===== config.mk =====
export PLATFORM = sky130hd
export DESIGN_NAME = scfh_top
export DESIGN_NICKNAME = d
export VERILOG_FILES = /design/src/pkg/scfh_pkg.sv /design/src/hdl/scfh_top.sv
export SDC_FILE = /design/constraint.sdc
export NUM_CORES = 1
export LEC_CHECK = 0
export BUFFER_PORTS_ARGS = -buffer_cell sky130_fd_sc_hd__buf_2
export CORE_MARGIN = 1.5
export CORE_UTILIZATION = 35
export DETAILED_ROUTE_END_ITERATION = 8
export PLACE_DENSITY = 0.59
export SLEW_MARGIN = 20
export SYNTH_ARGS = -nofsm -noshare
export SYNTH_HDL_FRONTEND = slang
export SYNTH_SLANG_ARGS = --single-unit

===== constraint.sdc =====
create_clock -name clock -period 10.4 [get_ports clock]
set_input_delay 0 -clock clock [delete_from_list [all_inputs] [get_ports clock]]
set_output_delay 0 -clock clock [all_outputs]
set_load 0.005 [all_outputs]

===== src/pkg/scfh_pkg.sv =====
// Package of constants and types for the serial command frame handler.
`default_nettype none

package scfh_pkg;

   localparam int unsigned BYTE_W     = 8;
   localparam int unsigned FIFO_DEPTH = 8;

   // Frame lengths in bytes and the position of the command code inside a frame.
   localparam logic [3:0] SER_LEN    = 4'h9;
   localparam logic [3:0] CAN_LEN    = 4'h7;
   localparam logic [3:0] SER_BODY   = 4'h1;
   localparam logic [3:0] CAN_BODY   = 4'h0;
   localparam logic [3:0] ADDR_POS   = 4'h0;
   localparam logic [3:0] IDX_RST    = 4'h0;

   // Reply status codes.
   localparam logic [7:0] ST_OK        = 8'h64;
   localparam logic [7:0] ST_STORED    = 8'h65;
   localparam logic [7:0] ST_BAD_SUM   = 8'h01;
   localparam logic [7:0] ST_BAD_CMD   = 8'h02;
   localparam logic [7:0] ST_BAD_TYPE  = 8'h03;
   localparam logic [7:0] ST_BAD_VALUE = 8'h04;
   localparam logic [7:0] ST_LOCKED    = 8'h05;
   localparam logic [7:0] ST_NOT_AVAIL = 8'h06;

   typedef enum logic [1:0] {
      SCFH_RX   = 2'b00,
      SCFH_EXEC = 2'b01,
      SCFH_TX   = 2'b10
   } scfh_phase_t;

   typedef struct packed {
      logic [7:0]  opcode;
      logic [7:0]  kind;
      logic [7:0]  bank;
      logic [31:0] value;
   } scfh_cmd_t;

   typedef struct packed {
      logic [7:0]  status;
      logic [31:0] value;
   } scfh_result_t;

endpackage : scfh_pkg

`default_nettype wire


===== src/hdl/scfh_top.sv =====
// Serial command frame handler: receive FIFO, frame parser, executor handshake and reply sender.
//
// Contract
// - Transmit only a reply to a command just received, never spontaneously.
// - Keep the line driver off except while a reply is being sent.
// - Every accepted command frame yields exactly one reply frame.
// - Command execution completes before the first reply byte is offered.
// - Command core is opcode, type, motor or bank, and four value bytes.
// - Serial command: address, opcode, type, bank, value MSB first, checksum.
// - Command checksum is the 8-bit sum of the eight preceding bytes.
// - Serial reply: reply address, module address, status, opcode, value, checksum.
// - Reply checksum is the 8-bit sum of all other reply bytes.
// - Status 100 means executed, 101 means stored into program memory.
// - Error statuses: 1 checksum, 2 command, 3 type, 4 value, 5 locked, 6 unavailable.
// - CAN variant frames carry neither address byte nor checksum byte; the CAN reply here still starts with the module address byte.
`default_nettype none

module scfh_fifo #(
   parameter int unsigned W = 8,
   parameter int unsigned D = 8
) (
   // Clock and reset
   input  wire logic         clock,
   input  wire logic         rst,
   input  wire logic         ce,
   // Filling side
   input  wire logic         in_valid,
   input  wire logic [W-1:0] in_data,
   output logic              in_ready,
   // Draining side
   output logic              out_valid,
   output logic [W-1:0]      out_data,
   input  wire logic         out_ready
);

   localparam int unsigned AW = $clog2(D);

   typedef struct packed {
      logic [D-1:0][W-1:0] mem;
      logic [AW-1:0]       wp;
      logic [AW-1:0]       rp;
      logic [AW:0]         cnt;
      logic                in_rdy;
   } scfh_fifo_st_t;

   localparam scfh_fifo_st_t FIFO_RST = '{mem: '0, wp: '0, rp: '0, cnt: '0, in_rdy: 1'b1};
   localparam logic [AW:0]   FULL_CNT = (AW + 1)'(D);

   scfh_fifo_st_t s;
   scfh_fifo_st_t n;
   logic          push;
   logic          pop;

   assign in_ready  = s.in_rdy;
   assign out_valid = (s.cnt != '0);
   assign out_data  = s.mem[s.rp];

   // Pointers wrap by overflow, so the depth must be a power of two.
   always_comb begin
      n    = s;
      push = in_valid & s.in_rdy;
      pop  = out_ready & (s.cnt != '0);
      if (push) begin
         n.mem[s.wp] = in_data;
         n.wp        = s.wp + 1'b1;
      end
      if (pop) begin
         n.rp = s.rp + 1'b1;
      end
      unique case ({push, pop})
         2'b10:   n.cnt = s.cnt + 1'b1;
         2'b01:   n.cnt = s.cnt - 1'b1;
         default: n.cnt = s.cnt;
      endcase
      n.in_rdy = (n.cnt != FULL_CNT);
   end

   always_ff @(posedge clock or posedge rst) begin
      if (rst) begin
         s <= FIFO_RST;
      end else if (ce) begin
         s <= n;
      end
   end

endmodule : scfh_fifo

module scfh_top (
   // Clock, reset and clock enable
   input  wire logic                  clock,
   input  wire logic                  rst,
   input  wire logic                  ce,
   // Configuration
   input  wire logic [7:0]            my_addr,
   input  wire logic [7:0]            host_addr,
   input  wire logic                  can_mode,
   // Received bytes from the line receiver
   input  wire logic                  rx_valid,
   input  wire logic [7:0]            rx_data,
   output logic                       rx_ready,
   // Command executor
   output logic                       exec_valid,
   output scfh_pkg::scfh_cmd_t        exec_cmd,
   input  wire logic                  exec_done,
   input  wire scfh_pkg::scfh_result_t exec_result,
   // Reply bytes to the line transmitter
   output logic                       tx_valid,
   output logic [7:0]                 tx_data,
   input  wire logic                  tx_ready,
   input  wire logic                  tx_busy,
   output logic                       drv_en
);

   typedef struct packed {
      scfh_pkg::scfh_phase_t phase;
      logic [3:0]            idx;
      logic [7:0]            sum;
      logic [8:0][7:0]       fb;
      logic [3:0]            len;
      logic                  exec_valid;
      scfh_pkg::scfh_cmd_t   cmd;
      logic                  tx_valid;
      logic [7:0]            tx_data;
      logic                  drv_en;
   } scfh_top_st_t;

   scfh_top_st_t s;
   scfh_top_st_t n;

   logic       f_valid;
   logic [7:0] f_data;
   logic       f_pop;

   // The parser only drains while idle, so a host that talks over a reply fills the FIFO and sees rx_ready fall.
   scfh_fifo #(
      .W (scfh_pkg::BYTE_W),
      .D (scfh_pkg::FIFO_DEPTH)
   ) scfh_fifo_i (
      .clock     (clock),
      .rst       (rst),
      .ce        (ce),
      .in_valid  (rx_valid),
      .in_data   (rx_data),
      .in_ready  (rx_ready),
      .out_valid (f_valid),
      .out_data  (f_data),
      .out_ready (f_pop)
   );

   assign exec_valid = s.exec_valid;
   assign exec_cmd   = s.cmd;
   assign tx_valid   = s.tx_valid;
   assign tx_data    = s.tx_data;
   assign drv_en     = s.drv_en;

   logic [3:0]          flen;
   logic [3:0]          body;
   logic                rs_go;
   logic [7:0]          rs_status;
   logic [31:0]         rs_value;
   logic [7:0]          rs_opcode;
   logic [7:0]          chk;
   scfh_pkg::scfh_cmd_t c;

   always_comb begin
      n           = s;
      n.exec_valid = 1'b0;
      f_pop       = 1'b0;
      rs_go       = 1'b0;
      rs_status   = scfh_pkg::ST_OK;
      rs_value    = '0;
      rs_opcode   = s.cmd.opcode;
      chk         = 8'h00;
      flen        = can_mode ? scfh_pkg::CAN_LEN : scfh_pkg::SER_LEN;
      body        = can_mode ? scfh_pkg::CAN_BODY : scfh_pkg::SER_BODY;
      c           = '0;

      unique case (s.phase)
         scfh_pkg::SCFH_RX: begin
            f_pop = f_valid;
            if (f_valid) begin
               n.fb[s.idx] = f_data;
               n.sum       = s.sum + f_data;
               n.idx       = s.idx + 4'h1;
               if (s.idx == flen - 4'h1) begin
                  n.idx = scfh_pkg::IDX_RST;
                  n.sum = 8'h00;
                  // Bytes land in order, so fixed offsets from the command position decode the core.
                  c.opcode = n.fb[body];
                  c.kind   = n.fb[body + 4'h1];
                  c.bank   = n.fb[body + 4'h2];
                  c.value  = {n.fb[body + 4'h3], n.fb[body + 4'h4], n.fb[body + 4'h5], n.fb[body + 4'h6]};
                  if (!can_mode && n.fb[scfh_pkg::ADDR_POS] != my_addr) begin
                     n.phase = scfh_pkg::SCFH_RX;
                  end else if (!can_mode && s.sum != f_data) begin
                     rs_go     = 1'b1;
                     rs_status = scfh_pkg::ST_BAD_SUM;
                     rs_opcode = c.opcode;
                  end else begin
                     n.cmd        = c;
                     n.exec_valid = 1'b1;
                     n.phase      = scfh_pkg::SCFH_EXEC;
                  end
               end
            end
         end
         scfh_pkg::SCFH_EXEC: begin
            // The reply waits for the executor, whatever it has to do.
            if (exec_done) begin
               rs_go     = 1'b1;
               rs_status = exec_result.status;
               rs_value  = exec_result.value;
            end
         end
         scfh_pkg::SCFH_TX: begin
            if (s.tx_valid && tx_ready) begin
               n.idx = s.idx + 4'h1;
               if (s.idx + 4'h1 < s.len) begin
                  n.tx_data = s.fb[s.idx + 4'h1];
               end else begin
                  n.tx_valid = 1'b0;
               end
            end else if (!s.tx_valid && !tx_busy) begin
               // Releasing the driver only after the transmitter is idle keeps the stop bit on the line.
               n.drv_en = 1'b0;
               n.idx    = scfh_pkg::IDX_RST;
               n.phase  = scfh_pkg::SCFH_RX;
            end
         end
         default: begin
            n = '0;
         end
      endcase

      // The only way into transmission is through a received command.
      if (rs_go) begin
         n.fb = '0;
         if (can_mode) begin
            n.fb[0] = my_addr;
            n.fb[1] = rs_status;
            n.fb[2] = rs_opcode;
            n.fb[3] = rs_value[31:24];
            n.fb[4] = rs_value[23:16];
            n.fb[5] = rs_value[15:8];
            n.fb[6] = rs_value[7:0];
            n.len   = scfh_pkg::CAN_LEN;
         end else begin
            n.fb[0] = host_addr;
            n.fb[1] = my_addr;
            n.fb[2] = rs_status;
            n.fb[3] = rs_opcode;
            n.fb[4] = rs_value[31:24];
            n.fb[5] = rs_value[23:16];
            n.fb[6] = rs_value[15:8];
            n.fb[7] = rs_value[7:0];
            for (int i = 0; i < 8; i++) begin
               chk = chk + n.fb[i];
            end
            n.fb[8] = chk;
            n.len   = scfh_pkg::SER_LEN;
         end
         n.idx      = scfh_pkg::IDX_RST;
         n.phase    = scfh_pkg::SCFH_TX;
         n.drv_en   = 1'b1;
         n.tx_valid = 1'b1;
         n.tx_data  = n.fb[0];
      end
   end

   always_ff @(posedge clock or posedge rst) begin
      if (rst) begin
         s <= '0;
      end else if (ce) begin
         s <= n;
      end
   end

endmodule : scfh_top

`default_nettype wire


==> key figures, run 1 <==
Status
  – Status: finished clean

Floorplan
  – Die ar.: 45000 µm²
  – I/O pins: 140
  – Chip height: 212 µm
  – Die Span X: 212 µm
  – Core area: 43200 µm²
  – Starting Density: 35.5%
  – FP Rows: 76

Finish
  – Layout area overhead: 13.6%
  – # diodes: 0
  – Area of the multi-input gates: 8370 µm²
  – Nets: 1726
  – FF/Latch Area: 5780 µm²
  – Share of layout cells above drive strength 1: 21.3%
  – Fill cell count: 4257

Timing
  – Clock skew: 0.0250 ns
  – Tightest Pin Transition: 1.00 ns
  – Final WS setup: 2.72 ns
  – RSZ-0062 raised after global routing: false
  – Final Setup Violations: 0
  – Final Cycle Share: 73.8%
  – Final-report hold violation count: 0
  – Fin. max-slew vios: 0
  – FMAX: 130 MHz
  – Final min period: 7.68 ns
  – Setup_tns: 0 ns
  – Slew Limit Headroom: 32.4%

Critical path
  – WS Path Type: reg2reg
  – CP bufs+invs: 2
  – Worst path top cell family by delay: adder cells
  – CP Data Required Time: 10.83 ns
  – CP max FO: 19
  – Most common cell on crit path: fa_1
  – CP peak stage delay: 0.79 ns
  – Worst path arrival time: 8.11 ns
  – Critical Path Source Type: register
  – Crit end category: register
  – Slowest cell on crit path: dfrtp_1
  – CP Cell Sequence: mux4_2 -> mux2i_4 -> inv_1 -> ha_1 -> or4_1 -> nor4_1 -> o21a_2 -> o31a_1 -> nor2_1 -> fa_1 -> fa_1 -> fa_1 -> fa_1 -> inv_1 -> ha_1 -> fa_1 -> a21oi_1 -> nor2_1 -> nor2_1 -> xor2_1 -> o22ai_1 -> mux2_1

Drt
  – DRT Pass-1 Iters: 6
  – Post-route ant nets: 0
  – Via count: 12461
  – DRC violations left: 0
  – Final WL: 52.3 mm
  – Via-to-Cell Ratio: 5.70
  – DR iter-0 viols: 1240
  – Per-cell routed wire length: 23.9 µm

Synth
  – Asr flop ratio synth: 100%
  – Number of synthesized register bits: 231
  – Primary FF master, synth: dfrtp_1
  – Post-synth EDFFs: 0
  – Syn nets: 1658
  – Mapped Cells: 1514
  – Library cells used by synthesis: 78
  – Synth Cell Area: 15300 µm²
  – Mean Syn Cell Area: 10.1 µm²
  – Yosys warning count: 0
  – Register area share after synthesis: 37.8%

Power and ir drop
  – Switching power: 0.00260 W
  – Clock share of power: 18.1%
  – Switching share of power: 45.2%
  – Peak VDD IR: 164 µV
  – Leakage: 7.91 nW
  – Combinational share of power: 54.7%
  – Pwr/cell area: 330 nW/µm²
  – Total power: 0.00575 W
  – Internal power: 0.00315 W
  – Sequential group share of total power: 27.2%

Clocking
  – Clock Tree Buf Depth: 3
  – Cts bufs inserted: 26
  – H-tree depth: 1
  – Clock sink count: 231
  – TritonCTS clock tree: yes
  – Clock root buffer: clkbuf_16
  – CTS clk-pin slew, worst paths: 0.06 ns
  – Setup Buffers After CTS: 0
  – Worst-Skew Late Latency: 0.55 ns

Placed design
  – Input/output buffers: 139
  – Gp weighted congestion: 0.965
  – DP Worst Slack: 2.78 ns
  – Post-DP HPWL: 38.0 mm

Run
  – Max-Cap Viols: 0

GRT
  – First-pass GRT wire length: 78.9 mm
  – Pin count of the biggest net entering global routing: 89
  – Initial antenna violation count: 0
  – Vias in the first global route: 12339
  – Total track usage: 23.4%
  – GRT overflow: 0

Hold path
  – Worst hold path class: in2reg
==> tightest hold or removal path, stage by stage <==
cell     delay (ns)
buf_2          0.21
a22oi_1        0.14
o31ai_1        0.08
a22o_1         0.11
==> routing by layer <==
metal	GRT usage (%)	wire, µm
met5	0	0
met4	12.5	3300
met3	3.03	3590
met2	38.1	24800
met1	30.2	20700
==> synthesized netlist by cell type, drive strengths merged (4+ instances only) <==
| master | n | area, µm² |
|---|---|---|
| dfrtp | 230 | 5760 |
| nand2 | 145 | 547 |
| o21ai | 106 | 557 |
| nor2 | 98 | 389 |
| buf | 96 | 692 |
| mux2 | 90 | 1010 |
| a22o | 79 | 692 |
| inv | 72 | 270 |
| a21oi | 71 | 367 |
| mux2i | 69 | 728 |
| clkbuf | 65 | 244 |
| fa | 41 | 821 |
| xnor2 | 33 | 289 |
| ha | 31 | 388 |
| and3 | 28 | 175 |
| o2bb2ai | 26 | 228 |
| mux4 | 23 | 518 |
| o22ai | 23 | 144 |
| xor2 | 16 | 140 |
| o211ai | 15 | 118 |
| nand3 | 13 | 65.1 |
| o21a | 12 | 91.3 |
| a31oi | 11 | 83.8 |
| nand2b | 10 | 62.6 |
| a22oi | 9 | 67.6 |
| a21o | 8 | 60.1 |
| and2 | 8 | 50.1 |
| nor4 | 8 | 92.6 |
| a211oi | 6 | 45.0 |
| a222oi | 5 | 50.1 |
| a2bb2oi | 5 | 43.8 |
| nor2b | 5 | 31.3 |
| o221ai | 5 | 43.8 |
| a2111oi | 4 | 41.3 |
| a221o | 4 | 40.0 |
| nor3 | 4 | 20.0 |
| o22a | 4 | 35.0 |
==> flip-flops by register name (all words and copies together), names as in the netlist <==
name / count
exec_valid: 1
s: 89
exec_cmd: 56
scfh_fifo_i.in_ready: 1
drv_en: 1
tx_valid: 1
tx_data: 8
scfh_fifo_i.s: 74
==> cells in the final DEF (no fill, tap or decap), types with 6 or more instances in the layout <==
cell and instances:
o211ai_1 14, inv_1 70, mux2i_1 66, nor2_1 95
mux4_2 23, nand2b_1 10, fa_1 41, nand3_1 13
mux2_2 79, o2bb2ai_1 26, nand2_1 144, xnor2_1 33
buf_4 19, o21ai_0 97, a22o_1 79, mux2_1 11
and2_1 8, o21a_1 11, xor2_1 15, and3_1 28
ha_1 31, dlygate4sd3_1 42, clkbuf_8 7, dfrtp_1 230
clkbuf_16 27, a21o_1 8, o22ai_1 22, a22oi_1 9
a31oi_1 9, a211oi_1 6, buf_2 138, a21oi_1 68
==> per-stage QoR <==
stage | instance area, µm² | std cells | utilization, % | hold WS [ns]
5_1_grt | 17400 | 2186 | 40.3 | 0.0372
2_1_floorplan | 15300 | 1514 | - | 0.148
4_1_cts | 17400 | 2185 | 40.3 | 0.0115
3_5_place_dp | 16000 | 2096 | 37.1 | 0.101
6_report | 17400 | 2186 | 40.3 | 0.0239
3_3_place_gp | 16000 | 2096 | 37.1 | 0.107
==> area by class of cell <==
type / count / share of cell area, %
multi-input cells: 1050 / 48.1
flip-flops and latches: 231 / 33.2
repair buffers: 201 / 7.33
clock buffers: 37 / 4.50
well taps: 585 / 4.21
inverters: 72 / 1.60
clock inverters: 10 / 1.04
==> power by group through the flow <==
stage	combinational [W]	sequential, W	clock (W)
6_report	0.00314	0.00156	0.00104
5_1_grt	0.00339	0.00160	0.00110
4_1_cts	0.00311	0.00156	0.00106
3_5_place_dp	0.00307	0.00157	0
3_3_place_gp	0.00303	0.00156	0
2_1_floorplan	0.00229	0.00142	0
==> final timing paths <==
kind	cells after the start	slack (ns)	endpoint	startpoint
setup / recovery	22	2.72	s[141]	scfh_fifo_i.s[6]
hold / removal	4	0.02	s[83]	my_addr[4]
setup reg to reg	22	2.72	s[141]	scfh_fifo_i.s[6]
hold reg to reg	1	0.48	s[67]	s[67]
max in group asynchronous	4	8.96	s[125]	rst
min in group asynchronous	3	0.06	exec_cmd[20]	rst
==> kinds of logic (layout without fill, tap and decap cells) <==
group                    Yosys count  after routing  synth area share (%)
multiplexers                     182            182                  14.8
AND/OR/NAND/NOR                  335            335                  10.1
buffers and inverters            233            320                  7.88
XOR/XNOR                          49             49                  2.80
adder cells (fa/ha/maj)           72             72                  7.89
flip-flops                       231            231                  37.8
AO/OA/AOI/OAI                    412            412                  18.8
==> repair_timing <==
action / CTS / global route
endpoints found under the hold margin: 185 / 0
endpoints found under the setup margin: 0 / 0
resized for setup: 0 / 0
hold buffers: 42 / 0
(Power assumes the default switching activity.)
==> inputs of run 2 (changes only) <==
Clock period 10.4 ns to 7.45 ns, I/O delays scaled along.
==> run 2 against run 1 <==
  * Sequential cell count unchanged
  * First-iteration DRC count down 6.0%
  * Register-to-register slack worse by 2.3 ns
  * Fmax is 9.8% higher
  * Design area rose by 0.19%
  * Sequential share of layout area down 0.064 points
  * Final cell count is 0.37% higher
  * Die area is the same
  * Critical path depth unchanged
  * Critical endpoint unchanged
  * Highest routed layer is now met5
==> key figures, run 2 (synthesized netlist as in run 1, its figures left out) <==
Status
  – Status: finished clean

Floorplan
  – I/O pins: 140
  – Chip height: 212 µm
  – Die ar.: 45000 µm²
  – Die Span X: 212 µm
  – Core area: 43200 µm²
  – FP Rows: 76
  – Starting Density: 35.5%

Timing
  – Final WS setup: 0.454 ns
  – RSZ-0062 raised after global routing: false
  – Final Setup Violations: 0
  – Tightest Pin Transition: 1.09 ns
  – Final min period: 7.00 ns
  – FMAX: 143 MHz
  – WHS: 0.0100 ns
  – Final Cycle Share: 93.9%
  – Slew Limit Headroom: 27.4%
  – Clock skew: 0.0328 ns
  – Setup_tns: 0 ns
  – Final-report hold violation count: 0
  – Fin. max-slew vios: 0

Drt
  – Final WL: 52.4 mm
  – Post-route ant nets: 0
  – Via count: 12392
  – Via-to-Cell Ratio: 5.65
  – DRT Pass-1 Iters: 6
  – Per-cell routed wire length: 23.9 µm
  – DRC violations left: 0
  – DR iter-0 viols: 1166

Critical path
  – WS Path Type: reg2reg
  – CP bufs+invs: 2
  – Worst path arrival time: 7.44 ns
  – Critical Path Source Type: register
  – RR Startpoint: scfh_fifo_i.s[7]
  – CP Launch Point: scfh_fifo_i.s[7]
  – CP Data Required Time: 7.90 ns
  – CP max FO: 9
  – Worst path top cell family by delay: adder cells
  – Slowest cell on crit path: dfrtp_1
  – Crit end category: register
  – CP peak stage delay: 0.60 ns
  – CP Cell Sequence: mux4_2 -> mux2i_4 -> inv_1 -> ha_1 -> or4_1 -> nor4_1 -> o21a_2 -> o31a_1 -> nor2_1 -> fa_1 -> fa_1 -> fa_1 -> fa_1 -> inv_1 -> ha_1 -> fa_1 -> a21oi_1 -> nor2_1 -> nor2_1 -> xor2_1 -> o22ai_1 -> mux2_1
  – Most common cell on crit path: fa_1

GRT
  – Vias in the first global route: 12397
  – Pin count of the biggest net entering global routing: 113
  – Initial antenna violation count: 3
  – Total track usage: 23.4%
  – First-pass GRT wire length: 78.8 mm
  – GRT overflow: 0

Clocking
  – Clock Tree Buf Depth: 3
  – Resized Gates After CTS: 0
  – CTS clk-pin slew, worst paths: 0.07 ns
  – Hold buffer count at cts: 43
  – Setup Buffers After CTS: 0
  – Clock root buffer: clkbuf_16
  – TritonCTS clock tree: yes
  – H-tree depth: 1
  – Clock sink count: 231
  – Cts bufs inserted: 26
  – Worst-Skew Late Latency: 0.56 ns

Power and ir drop
  – Switching share of power: 45.6%
  – Clock share of power: 17.8%
  – Pwr/cell area: 461 nW/µm²
  – Sequential group share of total power: 26.8%
  – Leakage: 7.92 nW
  – Combinational share of power: 55.4%
  – Internal power: 0.00438 W
  – Peak VDD IR: 251 µV
  – Switching power: 0.00366 W

Hold path
  – Worst hold path class: in2reg
  – Hold path startpoint: exec_result[3]

Finish
  – Post-route cell area: 17400 µm²
  – Flip-flop count of the largest register after layout: 89
  – Most frequent cells in the layout: dfrtp_1 (230), nand2_1 (144), buf_2 (138)
  – Largest Register: s
  – Share of layout cells above drive strength 1: 21.5%
  – Fin cells: 2194
  – Commonest non-fill, non-tap cell in the layout: dfrtp_1
  – Nets: 1732
  – Layout area overhead: 13.8%

Placed design
  – Gp weighted congestion: 0.938
  – DP Worst Slack: 0.541 ns
  – Dpl cells: 2102
  – Dpl cell area: 16000 µm²
  – Post-DP HPWL: 37.9 mm
  – Input/output buffers: 139

Run
  – Max-Cap Viols: 0
run 2: final timing paths:
| path | end | slack, ns | depth (start not counted) |
|---|---|---|---|
| setup reg to reg | s[141] | 0.45 | 22 |
| hold / removal | s[130] | 0.01 | 4 |
| hold reg to reg | s[67] | 0.47 | 1 |
| setup / recovery | s[141] | 0.45 | 22 |
| max in group asynchronous | exec_cmd[51] | 5.77 | 4 |
| min in group asynchronous | exec_cmd[29] | 0.16 | 3 |
run 2: through the flow:
stage / utilization, % / total power (W)
after floorplan: - / 0.00518
final: 40.4 / 0.00804
after detailed placement: 37.2 / 0.00650
after global routing: 40.4 / 0.00851
after global placement: 37.2 / 0.00642
after CTS: 40.4 / 0.00799
run 2: worst min-delay path, cell delays in order:
cell and delay, ns:
buf_2 0.08, and3_1 0.21, o2bb2ai_1 0.13, a22o_1 0.11
run 2: power by group through the flow:
stage                     registers [W]  clock network (W)  logic [W]
after CTS                       0.00214            0.00145    0.00440
after global placement          0.00215                  0    0.00427
final                           0.00215            0.00143    0.00445
after detailed placement        0.00216                  0    0.00434
after floorplan                 0.00198                  0    0.00320
after global routing            0.00220            0.00150    0.00481
run 2: area by class of cell:
type / instances / area (µm²)
multi-input cells: 1050 / 8370
fillers: 4256 / 25700
clock inverters: 14 / 193
flip-flops and latches: 231 / 5780
repair buffers: 207 / 1330
well taps: 585 / 732
clock buffers: 34 / 752
inverters: 72 / 278
diodes: 1 / 2.50
run 2: metal layers:
metal	up-vias	wire length [µm]	part of all wire (%)	track usage, %
li1	5538	-	-	-
met1	6146	20500	39	28.9
met2	544	25000	48	38.6
met3	160	3840	7.3	4.79
met4	4	3100	5.9	11.9
met5	-	25	0.048	0
==> inputs of run 3 (changes only) <==
--- a/config.mk
+++ b/config.mk
@@ -11,2 +11,3 @@
 export DETAILED_ROUTE_END_ITERATION = 8
+export HOLD_SLACK_MARGIN = 0.12
 export PLACE_DENSITY = 0.59
--- a/constraint.sdc
+++ b/constraint.sdc
@@ -3,2 +3,2 @@
 set_output_delay 0 -clock clock [all_outputs]
-set_load 0.005 [all_outputs]
+set_load 0.01 [all_outputs]
==> run 3 against run 2 <==
  * Count of clock-buffer cells in the layout stayed put
  * Wire length rose by 1.0%
  * Total power grew 1.0%
  * Critical path type unchanged
  * Sequential power hardly changed
==> key figures, run 3 (synthesized netlist as in run 1, its figures left out) <==
Power and ir drop
  – Clock share of power: 17.6%
  – Pwr/cell area: 459 nW/µm²
  – Switching power: 0.00372 W
  – Combinational share of power: 55.9%
  – Sequential group share of total power: 26.6%
  – Leakage: 8.03 nW
  – Peak VDD IR: 251 µV
  – Switching share of power: 45.8%
  – Internal power: 0.00440 W

Finish
  – Area of the multi-input gates: 8370 µm²
  – Nets: 1760
  – Share of layout cells above drive strength 1: 21.1%
  – Fill cell count: 4218
  – Largest Register: s
  – Commonest non-fill, non-tap cell in the layout: dfrtp_1
  – Most frequent cells in the layout: dfrtp_1 (230), nand2_1 (144), buf_2 (138)
  – Flip-flop count of the largest register after layout: 89
  – Layout area overhead: 15.7%
  – FF/Latch Area: 5780 µm²

Critical path
  – Worst path arrival time: 7.42 ns
  – CP bufs+invs: 2
  – CP Cell Sequence: mux4_2 -> mux2i_4 -> inv_1 -> ha_1 -> or4_1 -> nor4_1 -> o21a_2 -> o31a_1 -> nor2_1 -> fa_1 -> fa_1 -> fa_1 -> fa_1 -> inv_1 -> ha_1 -> fa_1 -> a21oi_1 -> nor2_1 -> nor2_1 -> xor2_1 -> o22ai_1 -> mux2_1
  – CP peak stage delay: 0.60 ns
  – RR Startpoint: scfh_fifo_i.s[7]
  – Crit end category: register
  – Reg-to-Reg End: s[141]
  – Worst path top cell family by delay: adder cells
  – WS Path Type: reg2reg
  – Most common cell on crit path: fa_1
  – R2R cell count: 22
  – Critical Path Source Type: register
  – Slowest cell on crit path: dfrtp_1
  – CP max FO: 9
  – Reg-to-reg slack, setup: 0.48 ns
  – CP Data Required Time: 7.90 ns

GRT
  – Pin count of the biggest net entering global routing: 113
  – Vias in the first global route: 12566
  – Grt peak-use layer: met2
  – Met2 usage: 39.0%
  – Total track usage: 23.6%
  – GRT overflow: 0
  – First-pass GRT wire length: 79.7 mm
  – Met1 Resource Use GR: 29.0%
  – Initial antenna violation count: 2
  – M3 GR Usage: 5.02%

Clocking
  – H-tree depth: 1
  – Resized Gates After CTS: 0
  – Setup Buffers After CTS: 0
  – Clock Tree Buf Depth: 3
  – Cts bufs inserted: 26
  – Clock sink count: 231
  – Hold buffer count at cts: 71
  – Clock root buffer: clkbuf_16
  – TritonCTS clock tree: yes
  – Worst-Skew Late Latency: 0.56 ns
  – CTS clk-pin slew, worst paths: 0.07 ns

Timing
  – Tightest Pin Transition: 1.14 ns
  – WHS: 0.139 ns
  – RSZ-0062 raised after global routing: false
  – Final Cycle Share: 93.6%
  – Slew Limit Headroom: 24.2%
  – FMAX: 143 MHz
  – Final Setup Violations: 0
  – Setup_tns: 0 ns
  – Fin. max-slew vios: 0
  – Clock skew: 0.0320 ns
  – Final-report hold violation count: 0
  – Final min period: 6.97 ns

Floorplan
  – Chip height: 212 µm
  – Die Span X: 212 µm
  – Starting Density: 35.5%
  – I/O pins: 140
  – Die ar.: 45000 µm²
  – FP Rows: 76
  – Core area: 43200 µm²

Drt
  – DR iter-0 viols: 1176
  – Per-cell routed wire length: 23.8 µm
  – Via-to-Cell Ratio: 5.67
  – Final WL: 53.0 mm
  – DRC violations left: 0
  – DRT Pass-1 Iters: 6
  – Post-route ant nets: 0
  – Via count: 12598

Run
  – Max-Cap Viols: 0

Placed design
  – Gp weighted congestion: 0.938
  – Post-DP HPWL: 37.9 mm
  – Input/output buffers: 139

Hold path
  – Hold path startpoint: my_addr[3]
  – Hold Path Depth: 4
  – WHS Endpoint: s[74]
  – Worst hold path class: in2reg

Status
  – Status: finished clean
run 3: cell type report:
class                      instances  share of cell area, %
multi-input combinational       1050                   47.2
sequential                       231                   32.6
timing repair buffer             235                   9.08
clock buffer                      34                   4.24
tap                              585                   4.13
inverter                          72                   1.57
clock inverter                    14                   1.09
antenna                            1                 0.0141
run 3: metrics by stage:
step	std cells	cell area [µm²]	util [%]	total power [W]	setup slack (ns)
after floorplan	1514	15300	-	0.00522	0.685
after global placement	2102	16000	37.2	0.00645	0.576
after detailed placement	2102	16000	37.2	0.00653	0.541
after CTS	2221	17700	41.0	0.00806	0.502
after global routing	2221	17700	41.0	0.00858	0.0988
final	2222	17700	41.0	0.00812	0.478
run 3: worst register-to-register path, cell delays in order, from the launching register on:
cell and delay, ns:
dfrtp_1 0.60, mux4_2 0.60, mux2i_4 0.17, inv_1 0.09, ha_1 0.30, or4_1 0.48
nor4_1 0.40, o21a_2 0.39, o31a_1 0.22, nor2_1 0.13, fa_1 0.52, fa_1 0.43
fa_1 0.46, fa_1 0.49, inv_1 0.05, ha_1 0.21, fa_1 0.46, a21oi_1 0.19
nor2_1 0.06, nor2_1 0.12, xor2_1 0.16, o22ai_1 0.09, mux2_1 0.30
run 3: per-layer routing:
layer / vias to the layer above / wire [µm]
li1: 5597 / -
met1: 6268 / 20700
met2: 560 / 25200
met3: 169 / 3880
met4: 4 / 3160
met5: - / 25
run 3: how the worst max path moves through the flow:
stage / startpoint / end / slack (ns) / cells past startpoint
2_1_floorplan: scfh_fifo_i.s[6] / s[141] / 0.69 / 25
3_3_place_gp: scfh_fifo_i.s[7] / s[141] / 0.58 / 22
3_5_place_dp: scfh_fifo_i.s[7] / s[141] / 0.54 / 22
4_1_cts: scfh_fifo_i.s[7] / s[141] / 0.50 / 22
5_1_grt: scfh_fifo_i.s[6] / s[141] / 0.1 / 24
6_report: scfh_fifo_i.s[7] / s[141] / 0.48 / 22
run 3: power by group through the flow:
stage | Sequential, W | Combinational, W | Clock, W
final | 0.00216 | 0.00454 | 0.00143
after global routing | 0.00220 | 0.00488 | 0.00150
after CTS | 0.00214 | 0.00447 | 0.00145
after detailed placement | 0.00216 | 0.00438 | 0
after global placement | 0.00215 | 0.00431 | 0
after floorplan | 0.00198 | 0.00324 | 0
